File: src/design/pressure_cmd_pkg.sv
// shared constants, carriers and helpers for the pressure sensor command block
package pressure_cmd_pkg;

   localparam int CLK_MHZ = 10;

   localparam logic [6:0] SLAVE_ADDR = 7'h76;
   localparam logic RW_WRITE = 1'b0;
   localparam logic RW_READ = 1'b1;

   localparam logic [7:0] CMD_RESET = 8'h1E;
   localparam logic [7:0] CMD_RESULT_READ = 8'h00;
   localparam logic [2:0] CMD_CONVERSION_SELECT_BIT_PREFIX = 3'h2;
   localparam logic [2:0] CMD_CAL_PREFIX = 3'h5;
   localparam logic [2:0] OSR_CODE_MAX = 3'h5;

   localparam int CAL_WORDS = 7;
   localparam int CAL_WORD_W = 16;
   localparam int RESULT_W = 24;
   localparam int BYTE_W = 8;
   localparam logic [23:0] RESULT_ZERO = 24'h000000;
   localparam logic [23:0] RESULT_CORRUPT_MASK = 24'hFFFFFF;

   // longest conversion time per oversampling ratio, in microseconds
   localparam int CONVERSION_SELECT_BIT_MAX_US_OSR256 = 560;
   localparam int CONVERSION_SELECT_BIT_MAX_US_OSR512 = 1100;
   localparam int CONVERSION_SELECT_BIT_MAX_US_OSR1024 = 2170;
   localparam int CONVERSION_SELECT_BIT_MAX_US_OSR2048 = 4320;
   localparam int CONVERSION_SELECT_BIT_MAX_US_OSR4096 = 8610;
   localparam int CONVERSION_SELECT_BIT_MAX_US_OSR8192 = 17200;
   localparam int CONVERSION_SELECT_BIT_CYC_OSR256 = CONVERSION_SELECT_BIT_MAX_US_OSR256 * CLK_MHZ;
   localparam int CONVERSION_SELECT_BIT_CYC_OSR512 = CONVERSION_SELECT_BIT_MAX_US_OSR512 * CLK_MHZ;
   localparam int CONVERSION_SELECT_BIT_CYC_OSR1024 = CONVERSION_SELECT_BIT_MAX_US_OSR1024 * CLK_MHZ;
   localparam int CONVERSION_SELECT_BIT_CYC_OSR2048 = CONVERSION_SELECT_BIT_MAX_US_OSR2048 * CLK_MHZ;
   localparam int CONVERSION_SELECT_BIT_CYC_OSR4096 = CONVERSION_SELECT_BIT_MAX_US_OSR4096 * CLK_MHZ;
   localparam int CONVERSION_SELECT_BIT_CYC_OSR8192 = CONVERSION_SELECT_BIT_MAX_US_OSR8192 * CLK_MHZ;
   localparam int CONVERSION_SELECT_BIT_CNT_W = 18;

   typedef struct packed {
      logic cal_access_bit;
      logic conversion_select_bit;
      logic reserved_bit;
      logic sample_type_bit;
      logic select_code_bit2;
      logic select_code_bit1;
      logic select_code_bit0;
      logic stop_bit;
   } cmd_fields_t;

   typedef struct packed {
      logic start;
      logic stop;
      logic scl_rise;
      logic scl_fall;
      logic sda;
   } line_evt_t;

   typedef enum {READ_NONE, READ_RESULT, READ_CAL} read_mode_t;

   function automatic logic [2:0] select_code(input cmd_fields_t c);
      return {c.select_code_bit2, c.select_code_bit1, c.select_code_bit0};
   endfunction

endpackage

File: src/design/i2c_line_monitor.sv
// pin synchronisers plus start, stop and clock edge detection
`timescale 1ns/100ps
module i2c_line_monitor
   import pressure_cmd_pkg::*;
(
   input wire logic clk_i,
   input wire logic rst_b_i,
   input wire logic scl_i,
   input wire logic sda_i,
   output line_evt_t evt_o
);

   logic scl_meta_r;
   logic scl_sync_r;
   logic scl_prev_r;
   logic sda_meta_r;
   logic sda_sync_r;
   logic sda_prev_r;

   // bus idles high, so reset to the released level
   always_ff @(posedge clk_i or negedge rst_b_i) begin
      if (!rst_b_i) begin
         scl_meta_r <= 1'b1;
         scl_sync_r <= 1'b1;
         scl_prev_r <= 1'b1;
         sda_meta_r <= 1'b1;
         sda_sync_r <= 1'b1;
         sda_prev_r <= 1'b1;
      end else begin
         scl_meta_r <= scl_i;
         scl_sync_r <= scl_meta_r;
         scl_prev_r <= scl_sync_r;
         sda_meta_r <= sda_i;
         sda_sync_r <= sda_meta_r;
         sda_prev_r <= sda_sync_r;
      end
   end

   // start and stop only count while the clock stays high
   always_comb begin
      evt_o.start = scl_sync_r & scl_prev_r & sda_prev_r & ~sda_sync_r;
      evt_o.stop = scl_sync_r & scl_prev_r & ~sda_prev_r & sda_sync_r;
      evt_o.scl_rise = scl_sync_r & ~scl_prev_r;
      evt_o.scl_fall = ~scl_sync_r & scl_prev_r;
      evt_o.sda = sda_sync_r;
   end

endmodule

File: src/design/conversion_select_bit_timer.sv
// conversion duration timer, one length per oversampling ratio
`timescale 1ns/100ps
module conversion_select_bit_timer
   import pressure_cmd_pkg::*;
#(
   parameter int unsigned CYC_OSR256 = CONVERSION_SELECT_BIT_CYC_OSR256,
   parameter int unsigned CYC_OSR512 = CONVERSION_SELECT_BIT_CYC_OSR512,
   parameter int unsigned CYC_OSR1024 = CONVERSION_SELECT_BIT_CYC_OSR1024,
   parameter int unsigned CYC_OSR2048 = CONVERSION_SELECT_BIT_CYC_OSR2048,
   parameter int unsigned CYC_OSR4096 = CONVERSION_SELECT_BIT_CYC_OSR4096,
   parameter int unsigned CYC_OSR8192 = CONVERSION_SELECT_BIT_CYC_OSR8192
) (
   input wire logic clk_i,
   input wire logic rst_b_i,
   input wire logic start_i,
   input wire logic abort_i,
   input wire logic [2:0] osr_code_i,
   output logic busy_o,
   output logic done_o
);

   logic [CONVERSION_SELECT_BIT_CNT_W-1:0] remain_r;

   function automatic logic [CONVERSION_SELECT_BIT_CNT_W-1:0] conversion_select_bit_len(input logic [2:0] code);
      case (code)
         3'h0: conversion_select_bit_len = CONVERSION_SELECT_BIT_CNT_W'(CYC_OSR256);
         3'h1: conversion_select_bit_len = CONVERSION_SELECT_BIT_CNT_W'(CYC_OSR512);
         3'h2: conversion_select_bit_len = CONVERSION_SELECT_BIT_CNT_W'(CYC_OSR1024);
         3'h3: conversion_select_bit_len = CONVERSION_SELECT_BIT_CNT_W'(CYC_OSR2048);
         3'h4: conversion_select_bit_len = CONVERSION_SELECT_BIT_CNT_W'(CYC_OSR4096);
         default: conversion_select_bit_len = CONVERSION_SELECT_BIT_CNT_W'(CYC_OSR8192);
      endcase
   endfunction

   // a new start reloads the count: the running conversion is simply replaced
   always_ff @(posedge clk_i or negedge rst_b_i) begin
      if (!rst_b_i) begin
         remain_r <= '0;
         busy_o <= 1'b0;
         done_o <= 1'b0;
      end else begin
         done_o <= 1'b0;
         if (abort_i) begin
            remain_r <= '0;
            busy_o <= 1'b0;
         end else if (start_i) begin
            remain_r <= conversion_select_bit_len(osr_code_i);
            busy_o <= 1'b1;
         end else if (busy_o) begin
            if (remain_r == CONVERSION_SELECT_BIT_CNT_W'(1)) begin
               busy_o <= 1'b0;
               done_o <= 1'b1;
            end
            remain_r <= remain_r - CONVERSION_SELECT_BIT_CNT_W'(1);
         end
      end
   end

endmodule

File: src/design/pressure_sensor_i2c_cmd.sv
// i2c command slave of a pressure and temperature sensor
//
// Contract
// - every command is one byte after write address
// - answer only to seven-bit address 1110110
// - reset command 0x1E accepted at any time
// - reset reloads calibration memory into register
// - after 0x00, next read returns 24-bit result
// - calibration read codes 0xA0 to 0xAE
// - calibration word is 16 bits, msb first
// - seven 16-bit calibration words, 112 bits
// - calibration read is write then read
// - result read returns zero without new conversion
// - read during conversion gives zero, corrupts result
// - conversion command during conversion corrupts outcome
// - 0x40-0x4A pressure, 0x50-0x5A temperature, six ratios
// - busy until conversion completes, then result
// - 24 clocks shift result out msb first
// - wait for host acknowledge after each byte
// - raw samples are unsigned 24-bit values
// - word zero carries a 4-bit checksum on top
`timescale 1ns/100ps
module pressure_sensor_i2c_cmd
   import pressure_cmd_pkg::*;
#(
   parameter int unsigned CYC_OSR256 = CONVERSION_SELECT_BIT_CYC_OSR256,
   parameter int unsigned CYC_OSR512 = CONVERSION_SELECT_BIT_CYC_OSR512,
   parameter int unsigned CYC_OSR1024 = CONVERSION_SELECT_BIT_CYC_OSR1024,
   parameter int unsigned CYC_OSR2048 = CONVERSION_SELECT_BIT_CYC_OSR2048,
   parameter int unsigned CYC_OSR4096 = CONVERSION_SELECT_BIT_CYC_OSR4096,
   parameter int unsigned CYC_OSR8192 = CONVERSION_SELECT_BIT_CYC_OSR8192
) (
   input wire logic clk_i,
   input wire logic rst_b_i,
   input wire logic scl_i,
   input wire logic sda_i,
   output logic sda_o,
   output logic sda_oe_b_o,
   input wire logic [CAL_WORDS*CAL_WORD_W-1:0] cal_rom_i,
   input wire logic [RESULT_W-1:0] raw_pressure_sample_i,
   input wire logic [RESULT_W-1:0] raw_temperature_sample_i,
   output logic busy_o,
   output logic result_ready_o,
   output logic cal_loaded_o
);

   typedef enum {
      ST_IDLE,
      ST_ADDR,
      ST_ADDR_ACK,
      ST_WR_BYTE,
      ST_WR_ACK,
      ST_RD_BYTE,
      ST_RD_ACK
   } bus_state_t;

   line_evt_t evt;
   bus_state_t state_r;
   logic [2:0] bit_cnt_r;
   logic [BYTE_W-1:0] rx_sr_r;
   logic [RESULT_W-1:0] tx_sr_r;
   logic cmd_taken_r;
   logic rw_r;
   logic bit_seen_r;

   logic [CAL_WORD_W-1:0] cal_mem_r [CAL_WORDS];
   read_mode_t read_mode_r;
   logic [2:0] cal_addr_r;

   logic [RESULT_W-1:0] result_r;
   logic conversion_select_bit_type_r;
   logic conversion_select_bit_corrupt_r;
   logic [2:0] conversion_select_bit_osr_r;
   logic conversion_select_bit_start;
   logic conversion_select_bit_done;
   logic conversion_select_bit_busy;

   logic [BYTE_W-1:0] cmd_byte;
   cmd_fields_t cmd;
   logic cmd_strobe;
   logic is_reset_cmd;
   logic is_read_cmd;
   logic is_conversion_select_bit_cmd;
   logic is_cal_cmd;
   logic rd_addr_take;
   logic [RESULT_W-1:0] tx_load;

   i2c_line_monitor u_line (
      .clk_i(clk_i),
      .rst_b_i(rst_b_i),
      .scl_i(scl_i),
      .sda_i(sda_i),
      .evt_o(evt)
   );

   conversion_select_bit_timer #(
      .CYC_OSR256(CYC_OSR256),
      .CYC_OSR512(CYC_OSR512),
      .CYC_OSR1024(CYC_OSR1024),
      .CYC_OSR2048(CYC_OSR2048),
      .CYC_OSR4096(CYC_OSR4096),
      .CYC_OSR8192(CYC_OSR8192)
   ) u_timer (
      .clk_i(clk_i),
      .rst_b_i(rst_b_i),
      .start_i(conversion_select_bit_start),
      .abort_i(cmd_strobe && is_reset_cmd),
      .osr_code_i(select_code(cmd)),
      .busy_o(conversion_select_bit_busy),
      .done_o(conversion_select_bit_done)
   );

   // command byte completes on the eighth falling clock of the data byte
   assign cmd_byte = rx_sr_r;
   assign cmd = cmd_fields_t'(cmd_byte);
   assign cmd_strobe = evt.scl_fall && state_r == ST_WR_BYTE &&
                       bit_cnt_r == 3'h7 && !cmd_taken_r;
   assign is_reset_cmd = cmd_byte == CMD_RESET;
   assign is_read_cmd = cmd_byte == CMD_RESULT_READ;
   assign is_conversion_select_bit_cmd = {cmd.cal_access_bit, cmd.conversion_select_bit, cmd.reserved_bit}
                        == CMD_CONVERSION_SELECT_BIT_PREFIX && !cmd.stop_bit &&
                        select_code(cmd) <= OSR_CODE_MAX;
   assign is_cal_cmd = {cmd.cal_access_bit, cmd.conversion_select_bit, cmd.reserved_bit}
                       == CMD_CAL_PREFIX && !cmd.sample_type_bit && !cmd.stop_bit;
   assign conversion_select_bit_start = cmd_strobe && is_conversion_select_bit_cmd;

   // read address acknowledged: the answer word is latched for shifting
   assign rd_addr_take = evt.scl_fall && state_r == ST_ADDR_ACK && rw_r == RW_READ;

   always_comb begin
      tx_load = RESULT_ZERO;
      case (read_mode_r)
         READ_RESULT: begin
            if (result_ready_o && !conversion_select_bit_busy) begin
               tx_load = result_r;
            end
         end
         READ_CAL: begin
            if (cal_addr_r < 3'(CAL_WORDS)) begin
               tx_load = {cal_mem_r[cal_addr_r], RESULT_ZERO[BYTE_W-1:0]};
            end
         end
         default: tx_load = RESULT_ZERO;
      endcase
   end

   // bus protocol engine; sda changes after a falling clock, and is released on start and stop
   always_ff @(posedge clk_i or negedge rst_b_i) begin
      if (!rst_b_i) begin
         state_r <= ST_IDLE;
         bit_cnt_r <= 3'h0;
         rx_sr_r <= '0;
         tx_sr_r <= '0;
         rw_r <= RW_WRITE;
         cmd_taken_r <= 1'b0;
         bit_seen_r <= 1'b0;
         sda_oe_b_o <= 1'b1;
      end else if (evt.stop) begin
         state_r <= ST_IDLE;
         sda_oe_b_o <= 1'b1;
      end else if (evt.start) begin
         state_r <= ST_ADDR;
         bit_cnt_r <= 3'h0;
         bit_seen_r <= 1'b0;
         cmd_taken_r <= 1'b0;
         sda_oe_b_o <= 1'b1;
      end else if (evt.scl_rise) begin
         bit_seen_r <= 1'b1;
         if (state_r == ST_ADDR || state_r == ST_WR_BYTE) begin
            rx_sr_r <= {rx_sr_r[BYTE_W-2:0], evt.sda};
         end else if (state_r == ST_RD_ACK) begin
            rx_sr_r <= {rx_sr_r[BYTE_W-2:0], evt.sda};
         end
      end else if (evt.scl_fall) begin
         case (state_r)
            ST_ADDR: begin
               // the falling clock that ends a start carries no bit
               if (!bit_seen_r) begin
                  bit_cnt_r <= 3'h0;
               end else if (bit_cnt_r == 3'h7) begin
                  bit_cnt_r <= 3'h0;
                  if (rx_sr_r[BYTE_W-1:1] == SLAVE_ADDR) begin
                     state_r <= ST_ADDR_ACK;
                     rw_r <= rx_sr_r[0];
                     sda_oe_b_o <= 1'b0;
                  end else begin
                     state_r <= ST_IDLE;
                  end
               end else begin
                  bit_cnt_r <= bit_cnt_r + 3'h1;
               end
            end
            ST_ADDR_ACK: begin
               bit_cnt_r <= 3'h0;
               if (rw_r == RW_READ) begin
                  state_r <= ST_RD_BYTE;
                  tx_sr_r <= tx_load;
                  sda_oe_b_o <= tx_load[RESULT_W-1];
               end else begin
                  state_r <= ST_WR_BYTE;
                  sda_oe_b_o <= 1'b1;
               end
            end
            ST_WR_BYTE: begin
               if (bit_cnt_r == 3'h7) begin
                  bit_cnt_r <= 3'h0;
                  // a second byte in one message is not acknowledged
                  if (!cmd_taken_r) begin
                     state_r <= ST_WR_ACK;
                     cmd_taken_r <= 1'b1;
                     sda_oe_b_o <= 1'b0;
                  end else begin
                     state_r <= ST_IDLE;
                  end
               end else begin
                  bit_cnt_r <= bit_cnt_r + 3'h1;
               end
            end
            ST_WR_ACK: begin
               state_r <= ST_WR_BYTE;
               sda_oe_b_o <= 1'b1;
            end
            ST_RD_BYTE: begin
               tx_sr_r <= {tx_sr_r[RESULT_W-2:0], 1'b0};
               if (bit_cnt_r == 3'h7) begin
                  state_r <= ST_RD_ACK;
                  sda_oe_b_o <= 1'b1;
               end else begin
                  bit_cnt_r <= bit_cnt_r + 3'h1;
                  sda_oe_b_o <= tx_sr_r[RESULT_W-2];
               end
            end
            ST_RD_ACK: begin
               bit_cnt_r <= 3'h0;
               // host ack drives sda low; a nack ends our part of the read
               if (!rx_sr_r[0]) begin
                  state_r <= ST_RD_BYTE;
                  sda_oe_b_o <= tx_sr_r[RESULT_W-1];
               end else begin
                  state_r <= ST_IDLE;
                  sda_oe_b_o <= 1'b1;
               end
            end
            default: begin
               state_r <= ST_IDLE;
               sda_oe_b_o <= 1'b1;
            end
         endcase
      end
   end

   // open-drain: only ever pulls low, the enable decides
   always_ff @(posedge clk_i or negedge rst_b_i) begin
      if (!rst_b_i) begin
         sda_o <= 1'b0;
      end else begin
         sda_o <= 1'b0;
      end
   end

   // what a following read transaction returns
   always_ff @(posedge clk_i or negedge rst_b_i) begin
      if (!rst_b_i) begin
         read_mode_r <= READ_NONE;
         cal_addr_r <= 3'h0;
      end else if (cmd_strobe) begin
         if (is_cal_cmd) begin
            read_mode_r <= READ_CAL;
            cal_addr_r <= select_code(cmd);
         end else if (is_read_cmd) begin
            read_mode_r <= READ_RESULT;
         end else begin
            read_mode_r <= READ_NONE;
         end
      end
   end

   // calibration memory: loaded after power-on release and on reset command
   always_ff @(posedge clk_i or negedge rst_b_i) begin
      if (!rst_b_i) begin
         cal_loaded_o <= 1'b0;
         for (int i = 0; i < CAL_WORDS; i++) begin
            cal_mem_r[i] <= '0;
         end
      end else if (cmd_strobe && is_reset_cmd) begin
         cal_loaded_o <= 1'b0;
      end else if (!cal_loaded_o) begin
         cal_loaded_o <= 1'b1;
         // word zero keeps its checksum nibble on top, untouched
         for (int i = 0; i < CAL_WORDS; i++) begin
            cal_mem_r[i] <= cal_rom_i[i*CAL_WORD_W +: CAL_WORD_W];
         end
      end
   end

   // conversion bookkeeping and the stored result
   always_ff @(posedge clk_i or negedge rst_b_i) begin
      if (!rst_b_i) begin
         conversion_select_bit_type_r <= 1'b0;
         conversion_select_bit_osr_r <= 3'h0;
         conversion_select_bit_corrupt_r <= 1'b0;
         result_r <= RESULT_ZERO;
         result_ready_o <= 1'b0;
         busy_o <= 1'b0;
      end else begin
         busy_o <= conversion_select_bit_busy || conversion_select_bit_start;
         if (cmd_strobe && is_reset_cmd) begin
            conversion_select_bit_corrupt_r <= 1'b0;
            result_ready_o <= 1'b0;
            result_r <= RESULT_ZERO;
         end else if (conversion_select_bit_start) begin
            conversion_select_bit_type_r <= cmd.sample_type_bit;
            conversion_select_bit_osr_r <= select_code(cmd);
            conversion_select_bit_corrupt_r <= conversion_select_bit_busy;
            result_ready_o <= 1'b0;
         end else if (conversion_select_bit_done) begin
            // raw samples kept as unsigned 24-bit words
            result_r <= (conversion_select_bit_type_r ? raw_temperature_sample_i : raw_pressure_sample_i) ^
                        (conversion_select_bit_corrupt_r ? RESULT_CORRUPT_MASK : RESULT_ZERO);
            result_ready_o <= 1'b1;
            conversion_select_bit_corrupt_r <= 1'b0;
         end else if (rd_addr_take && read_mode_r == READ_RESULT) begin
            // a read mid-conversion answers zero and spoils the running one
            if (conversion_select_bit_busy) begin
               conversion_select_bit_corrupt_r <= 1'b1;
            end
            result_ready_o <= 1'b0;
            result_r <= RESULT_ZERO;
         end
      end
   end

endmodule

File: config.mk
export PLATFORM = sky130hd
export DESIGN_NAME = pressure_sensor_i2c_cmd
export DESIGN_NICKNAME = d
export VERILOG_FILES = /design/src/design/pressure_cmd_pkg.sv /design/src/design/i2c_line_monitor.sv /design/src/design/conversion_select_bit_timer.sv /design/src/design/pressure_sensor_i2c_cmd.sv
export SDC_FILE = /design/constraint.sdc
export NUM_CORES = 1
export LEC_CHECK = 0
export BUFFER_PORTS_ARGS = -buffer_cell sky130_fd_sc_hd__clkbuf_2
export CORE_MARGIN = 2
export CORE_UTILIZATION = 44
export CTS_BUF_LIST = sky130_fd_sc_hd__clkbuf_2
export DETAILED_ROUTE_END_ITERATION = 16
export PLACE_DENSITY = 0.7
export RECOVER_POWER = 100
export SLEW_MARGIN = 10
export SYNTH_ARGS = -nofsm -noshare
export SYNTH_HDL_FRONTEND = slang
export SYNTH_HIERARCHICAL = 1
export SYNTH_SLANG_ARGS = --single-unit
File: constraint.sdc
create_clock -name clk_i -period 3.1 [get_ports clk_i]
set_input_delay 0.155 -clock clk_i [delete_from_list [all_inputs] [get_ports clk_i]]
set_output_delay 0.155 -clock clk_i [all_outputs]
set_load 0.02 [all_outputs]
==> impl_metrics.json, run 1 <==
{
  "postCtsHoldBufs": 240,
  "synth-edff-count": 0,
  "yosysWarnings": 6,
  "synthSimpleGateAreaFrac": 0.101,
  "rows": 58,
  "die_w_microns": 164,
  "synth_area_per_cell_sq_um": 11.8,
  "yosysTopAreaCell": "dfrtp_1",
  "worstHoldStart": "cal_rom_i[29]",
  "synthAdderAreaFrac": 0.00668,
  "ant_nets": 0,
  "fin_cells": 1757,
  "syn-num-nets": 1121,
  "synthTopCellsByCount": "207 x dfrtp_1, 80 x mux2_4, 47 x mux2_2, 45 x inv_1",
  "routed_wl_microns": 34400,
  "muxShareOfSynthArea": 0.222,
  "dpl.hpwl_microns": 18300,
  "drc": 0,
  "grt_overflow": 0,
  "regToRegStartpoint": "u_line/scl_prev_r",
  "grt_max_degree": 113,
  "period_minus_slack_ps": 2770,
  "tightestPinTransition_ps": 1220,
  "coreArea_sq_um": 25100,
  "path_cells": "and2b_2 -> nand4b_1 -> or2_0 -> nor4_4 -> buf_4 -> inv_1 -> a31oi_2 -> clkbuf_2 -> o21ai_0",
  "maxCapViolCount": 0,
  "antenna_found_initial": 4,
  "start_util": 0.447,
  "die_height_microns": 164,
  "fmax_mhz": 361,
  "ys.flop_type": "dfrtp_1",
  "hold_end": "cal_mem_r[93]",
  "clkLatencyLatePin_ps": 940,
  "port_buffers": 167,
  "powerDensity_nw_per_um2": 450,
  "drtPass1Iterations": 5,
  "crit_path_end_kind": "flip-flop",
  "slew_headroom": 0.186,
  "clkSlewWorstSetupHoldPaths_ps": 120,
  "cts_sinks": 214,
  "setup_violations": 0,
  "cts_buffers": 55,
  "synth_top_family_by_area": "multiplexers",
  "r2r_end": "result_r[13]",
  "htree_levels": 2,
  "clockBufferDepth": 3,
  "crit_fanout": 24,
  "fin_worst_skew_ps": 132,
  "vdd_ir_drop_max_v": 0.000333,
  "num_vias": 9684,
  "crit_slowest_cell": "dfstp_2",
  "maxSlewViolCount": 0,
  "hp-class": "input port to flip-flop",
  "syn_to_final_growth_pct": 33.6,
  "worstPathRequired_ps": 3780,
  "power.leakage_nw": 6.52,
  "netlist.area_leader.share": 0.461,
  "synthTopCellsByArea": "dfrtp_1 46%, mux2_4 11%, mux2_2 4.7%",
  "rsz0062_at_grt": "false",
  "wire_per_inst_microns": 19.6,
  "final_nets": 1547,
  "synth_cells": 951,
  "fin_setup_tns_ps": 0,
  "cp_slowest_stage_delay_ps": 560,
  "drive_gt1_frac": 0.259,
  "grt_pass1_vias": 10400,
  "drt-vias-per-instance": 5.51,
  "yosysMostFrequentCell": "dfrtp_1",
  "hold_viol_final": 0,
  "synth_seq_cells": 214,
  "dp.cells": 1410,
  "place_congestion": 0.840,
  "root_buffer": "clkbuf_2",
  "grt_pass1_wl_microns": 54700,
  "worstSetupPathType": "flip-flop to flip-flop",
  "grt.total_usage": 0.261,
  "synth_compound_area_frac": 0.121,
  "synthDistinctLibCells": 78,
  "min_period_over_period": 0.895,
  "rr_worst_depth": 9,
  "status": "complete, no violations",
  "post_cts_buffers": 0,
  "reg2reg_slack_ps": 330,
  "yosys.area_share.xor_xnor": 0.0234,
  "post_cts_resized": 0,
  "ioPinCount": 169,
  "worstSetupStartpointType": "flip-flop",
  "synth.cell_area_sq_um": 11200,
  "cp_data_arrival_time_ps": 3460,
  "synthArstFlopShare": 1.00,
  "synth-seq-area-share": 0.477,
  "worstHoldPathCells": 3,
  "cts_tree": "done",
  "drt_iter0_drc": 690,
  "dieArea_sq_um": 26800
}
final cells by class:
cell class / instances / area, sq um
well taps: 330 / 413
multi-input cells: 618 / 5020
clock inverters: 20 / 96.3
inverters: 46 / 173
repair buffers: 442 / 3510
clock buffers: 83 / 415
fillers: 2061 / 10100
diodes: 4 / 10.0
flip-flops and latches: 214 / 5370
layer usage:
layer	GRT usage	vias up	wire, microns
li1	-	4390	-
met1	0.298	4782	13100
met2	0.462	392	18000
met3	0.0472	120	1630
met4	0.145	0	1690
met5	0	-	0
placed cells by master, fill, tap and decap left out, types with 6 or more instances in the layout:
cell	n
nand2_1	39
a21o_1	6
mux4_2	15
nand3_1	9
nor2b_1	12
o2111ai_1	15
mux2_1	81
buf_4	24
a31oi_1	17
nor2_1	39
a22oi_1	22
dlygate4sd3_1	239
o21ai_0	42
clkbuf_1	9
mux2_2	45
nand2b_1	6
a21oi_1	33
ha_1	6
mux2i_1	42
xnor2_1	27
nor3_1	14
nand4_1	31
dfrtp_1	205
o211ai_1	20
clkinv_1	14
clkbuf_2	250
inv_1	46
state kept, by name, summed over array words and instances (netlist names), 3 cells and up:
name,cells
bit_cnt_r,3
cal_addr_r,3
cal_mem_r,112
cmd,8
result_r,24
state_r,3
tx_sr_r,24
u_timer/remain_r,18
power by group:
part           internal [W]  switching (W)
combinational      0.000742       0.000724
clock              0.000737        0.00131
sequential          0.00304       0.000205
total               0.00452        0.00224
logic make-up after synthesis:
| logic type | Yosys count |
|---|---|
| XOR/XNOR | 30 |
| adder cells (fa/ha/maj) | 6 |
| AND/OR/NAND/NOR | 198 |
| multiplexers | 184 |
| AO/OA/AOI/OAI | 199 |
| buffers and inverters | 119 |
| flip-flops | 214 |
| other | 1 |
through the flow:
stage	util	setup WS, ps	cell area [sq um]	hold slack, ps	power, W
after floorplan	-	629	11200	-141	0.00407
after global placement	0.494	486	12400	247	0.00449
after detailed placement	0.494	410	12400	252	0.00452
after CTS	0.611	430	15300	34.2	0.00674
after global routing	0.598	110	15000	23.7	0.00711
final	0.598	326	15000	87.2	0.00676
worst max path at each step:
stage	from	to	cells after the start
after global routing	bit_cnt_r[0]	result_r[5]	10
after global placement	u_line/scl_prev_r	u_timer/remain_r[15]	8
after floorplan	bit_cnt_r[0]	u_timer/remain_r[15]	10
final	u_line/scl_prev_r	result_r[13]	9
after CTS	u_line/scl_prev_r	u_timer/remain_r[15]	8
after detailed placement	u_line/scl_prev_r	u_timer/remain_r[15]	8
worst max-delay path: cells and delay by family (launching register included):
family,cells,cell delay [ps]
buffers and inverters,3,780
flip-flops,1,560
AO/OA/AOI/OAI,2,330
AND/OR/NAND/NOR,4,970
Note: power is estimated with default switching activity, not from simulation.
==> run 2, diff against run 1 <==
--- a/config.mk
+++ b/config.mk
@@ -12,6 +12,7 @@
 export DETAILED_ROUTE_END_ITERATION = 16
 export PLACE_DENSITY = 0.7
 export RECOVER_POWER = 100
+export REMOVE_ABC_BUFFERS = 1
 export SLEW_MARGIN = 10
 export SYNTH_ARGS = -nofsm -noshare
 export SYNTH_HDL_FRONTEND = slang
==> impl_metrics.json, run 2 (same netlist as run 1, synthesis figures left out) <==
{
  "status": "complete, no violations",
  "cts_sinks": 214,
  "min_period_over_period": 0.905,
  "worstSetupPathType": "flip-flop to flip-flop",
  "regToRegStartpoint": "u_line/scl_sync_r",
  "syn_to_final_growth_pct": 29.1,
  "crit_fanout": 18,
  "final_cell_mix": "248 x clkbuf_2, 205 x dfrtp_1, 186 x dlygate4sd3_1, 73 x mux2_1, 47 x mux2_2",
  "seqCellArea_sq_um": 5370,
  "wire_per_inst_microns": 18.5,
  "htree_levels": 2,
  "dieArea_sq_um": 26800,
  "endpoint": "cal_mem_r[39]",
  "routed_wl_microns": 31400,
  "die_height_microns": 164,
  "cts_tree": "done",
  "drive_gt1_frac": 0.277,
  "place_congestion": 0.884,
  "clockBufferDepth": 3,
  "grt_pass1_wl_microns": 51000,
  "crit_path_end_kind": "flip-flop",
  "root_buffer": "clkbuf_2",
  "grt.total_usage": 0.239,
  "fillers": 2147,
  "final_nets": 1500,
  "coreArea_sq_um": 25100,
  "post_cts_resized": 0,
  "antenna_found_initial": 1,
  "port_buffers": 167,
  "tightestPinTransition_ps": 1410,
  "ant_nets": 0,
  "crit_start": "u_line/scl_sync_r",
  "hp-class": "input port to flip-flop",
  "dpl.hpwl_microns": 18200,
  "maxSlewViolCount": 0,
  "num_vias": 9265,
  "grt_pass1_vias": 9781,
  "powerDensity_nw_per_um2": 456,
  "multi_input_area_sq_um": 5050,
  "cp_data_arrival_time_ps": 3540,
  "rr_worst_depth": 8,
  "maxCapViolCount": 0,
  "worstSetupStartpointType": "flip-flop",
  "rows": 58,
  "power.leakage_nw": 6.32,
  "fin_cells": 1697,
  "drc": 0,
  "vdd_ir_drop_max_v": 0.000339,
  "clkSlewWorstSetupHoldPaths_ps": 100,
  "rsz0062_at_grt": "false",
  "ioPinCount": 169,
  "fin_area_sq_um": 14500,
  "fmax_mhz": 356,
  "drt-vias-per-instance": 5.46,
  "drtPass1Iterations": 5,
  "clkLatencyLatePin_ps": 860,
  "dp.cells": 1416,
  "reg2reg_slack_ps": 290,
  "period_minus_slack_ps": 2810,
  "drt_iter0_drc": 601,
  "start_util": 0.447,
  "setup_violations": 0,
  "final_common_cell": "clkbuf_2",
  "grt_overflow": 0,
  "cts_buffers": 56,
  "grt_max_degree": 106,
  "largest-register": "cal_mem_r",
  "hold_viol_final": 0,
  "fin_worst_skew_ps": 77.2,
  "slew_headroom": 0.0578,
  "r2r_end": "cal_mem_r[39]",
  "largestRegisters": "cal_mem_r (112), result_r (24), tx_sr_r (24)",
  "placed_area_sq_um": 12500,
  "largest_register_ffs": 112,
  "worstPathRequired_ps": 3830,
  "die_w_microns": 164
}
run 2: cell type report:
cell class,instances,area share
tap,330,0.0285
multi-input combinational,618,0.348
antenna,1,0.000173
clock inverter,10,0.00526
timing repair buffer,394,0.207
clock buffer,84,0.0290
inverter,46,0.0119
sequential,214,0.370
run 2: timing repair:
item,4_1_cts,5_1_grt
hold endpoints to repair,344,3
buffers inserted,0,0
hold buffers,183,3
run 2: where the power goes:
group	switching [W]	internal, W	total (W)	leakage (nW)
clock	0.00117	0.000802	0.00197	0.387
combinational	0.000706	0.000688	0.00139	3.40
sequential	0.000209	0.00304	0.00325	2.53
total	0.00209	0.00453	0.00662	6.32
run 2: critical path: stages, from the launching register on:
cell	delay, ps
dfstp_1	570
and2b_2	260
nand4b_1	150
or2_4	170
nor4_1	70
clkbuf_1	190
nor2_4	490
clkbuf_4	450
mux2_1	390
run 2: worst min-delay path by stage:
stage | startpoint | end | slack [ps] | cells past startpoint
4_1_cts | cal_rom_i[105] | cal_mem_r[9] | 0.2 | 3
3_3_place_gp | rst_b_i | cal_mem_r[5] | 250 | 1
6_report | cal_rom_i[75] | cal_mem_r[43] | 80 | 3
5_1_grt | cal_rom_i[75] | cal_mem_r[43] | 5 | 3
3_5_place_dp | rst_b_i | cal_mem_r[5] | 250 | 1
2_1_floorplan | rst_b_i | bit_cnt_r[0] | -140 | 0
run 2: metrics by stage:
| stage | worst slack (ps) | total power (W) | TNS [ps] | utilization | hold WS (ps) |
|---|---|---|---|---|---|
| 4_1_cts | 384 | 0.00669 | 0 | 0.590 | 0.241 |
| 2_1_floorplan | -2870 | 0.00402 | -319800 | - | -141 |
| 6_report | 294 | 0.00662 | 0 | 0.578 | 80.8 |
| 3_3_place_gp | 494 | 0.00449 | 0 | 0.498 | 246 |
| 5_1_grt | 125 | 0.00700 | 0 | 0.578 | 4.65 |
| 3_5_place_dp | 419 | 0.00453 | 0 | 0.498 | 249 |
run 2: layer usage:
layer | routed length (microns) | track usage
met4 | 748 | 0.0726
met5 | 0 | 0
met1 | 13300 | 0.313
met2 | 15700 | 0.405
met3 | 1680 | 0.0439
==> run 3, diff against run 2 <==
--- a/config.mk
+++ b/config.mk
@@ -13,7 +13,6 @@
 export PLACE_DENSITY = 0.7
 export RECOVER_POWER = 100
 export REMOVE_ABC_BUFFERS = 1
-export SLEW_MARGIN = 10
 export SYNTH_ARGS = -nofsm -noshare
 export SYNTH_HDL_FRONTEND = slang
 export SYNTH_HIERARCHICAL = 1
==> constraint.sdc (replaced) <==
create_clock -name clk_i -period 3.5 [get_ports clk_i]
set_input_delay 0.175 -clock clk_i [delete_from_list [all_inputs] [get_ports clk_i]]
set_output_delay 0.175 -clock clk_i [all_outputs]
set_load 0.02 [all_outputs]
==> impl_metrics.json, run 3 (same netlist as run 1, synthesis figures left out) <==
{
  "status": "finished with violations",
  "violations": "capacitance limit, slew limit",
  "worstHoldStart": "cal_rom_i[15]",
  "largest-register": "cal_mem_r",
  "fin_worst_skew_ps": 67.6,
  "worstSetupPathType": "flip-flop to flip-flop",
  "crit_path_end_kind": "flip-flop",
  "rr_worst_depth": 8,
  "post_cts_resized": 0,
  "final_nets": 1468,
  "powerDensity_nw_per_um2": 407,
  "slew_headroom": -0.0759,
  "root_buffer": "clkbuf_2",
  "reg2reg_slack_ps": 360,
  "die_height_microns": 164,
  "grt_pass1_vias": 9712,
  "worstSetupStartpointType": "flip-flop",
  "largestRegisters": "cal_mem_r (112), result_r (24), tx_sr_r (24)",
  "cp_slowest_stage_delay_ps": 570,
  "final_cell_mix": "247 x clkbuf_2, 205 x dfrtp_1, 166 x dlygate4sd3_1, 80 x mux2_1, 46 x mux2_2",
  "largest_register_ffs": 112,
  "htree_levels": 2,
  "coreArea_sq_um": 25100,
  "cts_buffers": 57,
  "worstHoldPathCells": 3,
  "grt_pass1_wl_microns": 49500,
  "clockBufferDepth": 3,
  "drtPass1Iterations": 5,
  "post_cts_buffers": 0,
  "maxSlewViolCount": 66,
  "die_w_microns": 164,
  "rows": 58,
  "crit_fanout": 47,
  "r2r_end": "cal_mem_r[48]",
  "multi_input_area_sq_um": 5040,
  "start_util": 0.447,
  "crit_buf_inv": 1,
  "grt.total_usage": 0.230,
  "maxCapViolCount": 1,
  "wire_per_inst_microns": 18.1,
  "dpl.hpwl_microns": 17600,
  "fmax_mhz": 319,
  "worstPathRequired_ps": 4170,
  "postCtsHoldBufs": 167,
  "holdWs_ps": 95.6,
  "regToRegStartpoint": "bit_cnt_r[0]",
  "clkSlewWorstSetupHoldPaths_ps": 100,
  "grt_max_degree": 102,
  "final_util": 0.565,
  "finalPower_w": 0.00578,
  "place_congestion": 0.852,
  "min_period_over_period": 0.897,
  "routed_wl_microns": 30300,
  "ioPinCount": 169,
  "setup_violations": 0,
  "tightestPinTransition_ps": 1610,
  "final_common_cell": "clkbuf_2",
  "power.leakage_nw": 6.16,
  "vdd_ir_drop_max_v": 0.000211,
  "drt_iter0_drc": 483,
  "hold_end": "cal_mem_r[111]",
  "seqCellArea_sq_um": 5370,
  "antenna_found_initial": 1,
  "ant_nets": 0,
  "syn_to_final_growth_pct": 26.3,
  "cp_data_arrival_time_ps": 3810,
  "clkLatencyLatePin_ps": 840,
  "rsz0062_at_grt": "false",
  "port_buffers": 167,
  "cts_sinks": 214,
  "cts_tree": "done",
  "hp-class": "input port to flip-flop",
  "crit_slowest_cell": "nor4_4",
  "num_vias": 9086,
  "worst_path_most_repeated_cell": "ha_1",
  "drc": 0,
  "period_minus_slack_ps": 3140,
  "fillers": 2231,
  "path_cells": "ha_1 -> ha_1 -> nand4b_1 -> or2_0 -> nor4_4 -> nor2_4 -> clkbuf_4 -> mux2_1",
  "grt_overflow": 0,
  "hold_viol_final": 0,
  "drive_gt1_frac": 0.270,
  "dieArea_sq_um": 26800,
  "cpLargestDelayFamily": "simple AND/OR/NAND/NOR gates",
  "drt-vias-per-instance": 5.43
}
run 3: cell count changes in the layout (fill, tap and decap cells not counted), sizes merged:
cell         before  now
clkbuf          263  258
inv              46   48
clkinv            9   16
bufinv            1    0
dlygate4sd3     186  166
clkinvlp          0    1
buf              29   20
run 3: layout make-up:
| class | instances | share of cell area |
|---|---|---|
| Antenna cell | 1 | 0.000176 |
| Clock buffer | 83 | 0.0293 |
| Clock inverter | 19 | 0.00573 |
| Inverter | 46 | 0.0122 |
| Multi-Input combinational cell | 618 | 0.355 |
| Sequential cell | 214 | 0.378 |
| Tap cell | 330 | 0.0291 |
| Timing Repair Buffer | 361 | 0.190 |
run 3: per-layer routing:
metal	global-route usage	wire length (microns)	vias up
met5	0	0	-
met4	0.0742	574	0
met3	0.0439	1510	53
met2	0.398	15300	288
met1	0.292	12900	4505
li1	-	-	4240
run 3: how the worst max path moves through the flow:
stage | from | to | slack (ps) | cells past startpoint
6_report | bit_cnt_r[0] | cal_mem_r[48] | 360 | 8
5_1_grt | bit_cnt_r[0] | result_r[3] | 140 | 9
4_1_cts | bit_cnt_r[0] | u_timer/remain_r[17] | 440 | 10
3_5_place_dp | bit_cnt_r[0] | result_r[14] | 470 | 9
3_3_place_gp | bit_cnt_r[0] | result_r[12] | 540 | 9
2_1_floorplan | bit_cnt_r[0] | cal_mem_r[0] | -2470 | 7
run 3: stage by stage:
stage | setup TNS, ps | std cells | setup WS [ps] | instance area, sq um
after floorplan | -271910 | 878 | -2470 | 10900
after global placement | 0 | 1402 | 538 | 12400
after detailed placement | 0 | 1402 | 468 | 12400
after CTS | 0 | 1671 | 443 | 14600
after global routing | 0 | 1672 | 145 | 14200
final | 0 | 1672 | 361 | 14200
run 3: where the power goes:
part           switching (W)  internal [W]  leakage, nW
combinational       0.000611      0.000587         3.25
sequential          0.000177       0.00270         2.54
clock                0.00107      0.000642        0.381
total                0.00186       0.00392         6.16
run 3: worst register-to-register path, stage by stage (launching register included):
cell and delay (ps):
dfrtp_1 380, ha_1 170, ha_1 340, nand4b_1 170
or2_0 330, nor4_4 570, nor2_4 50, clkbuf_4 440
mux2_1 530
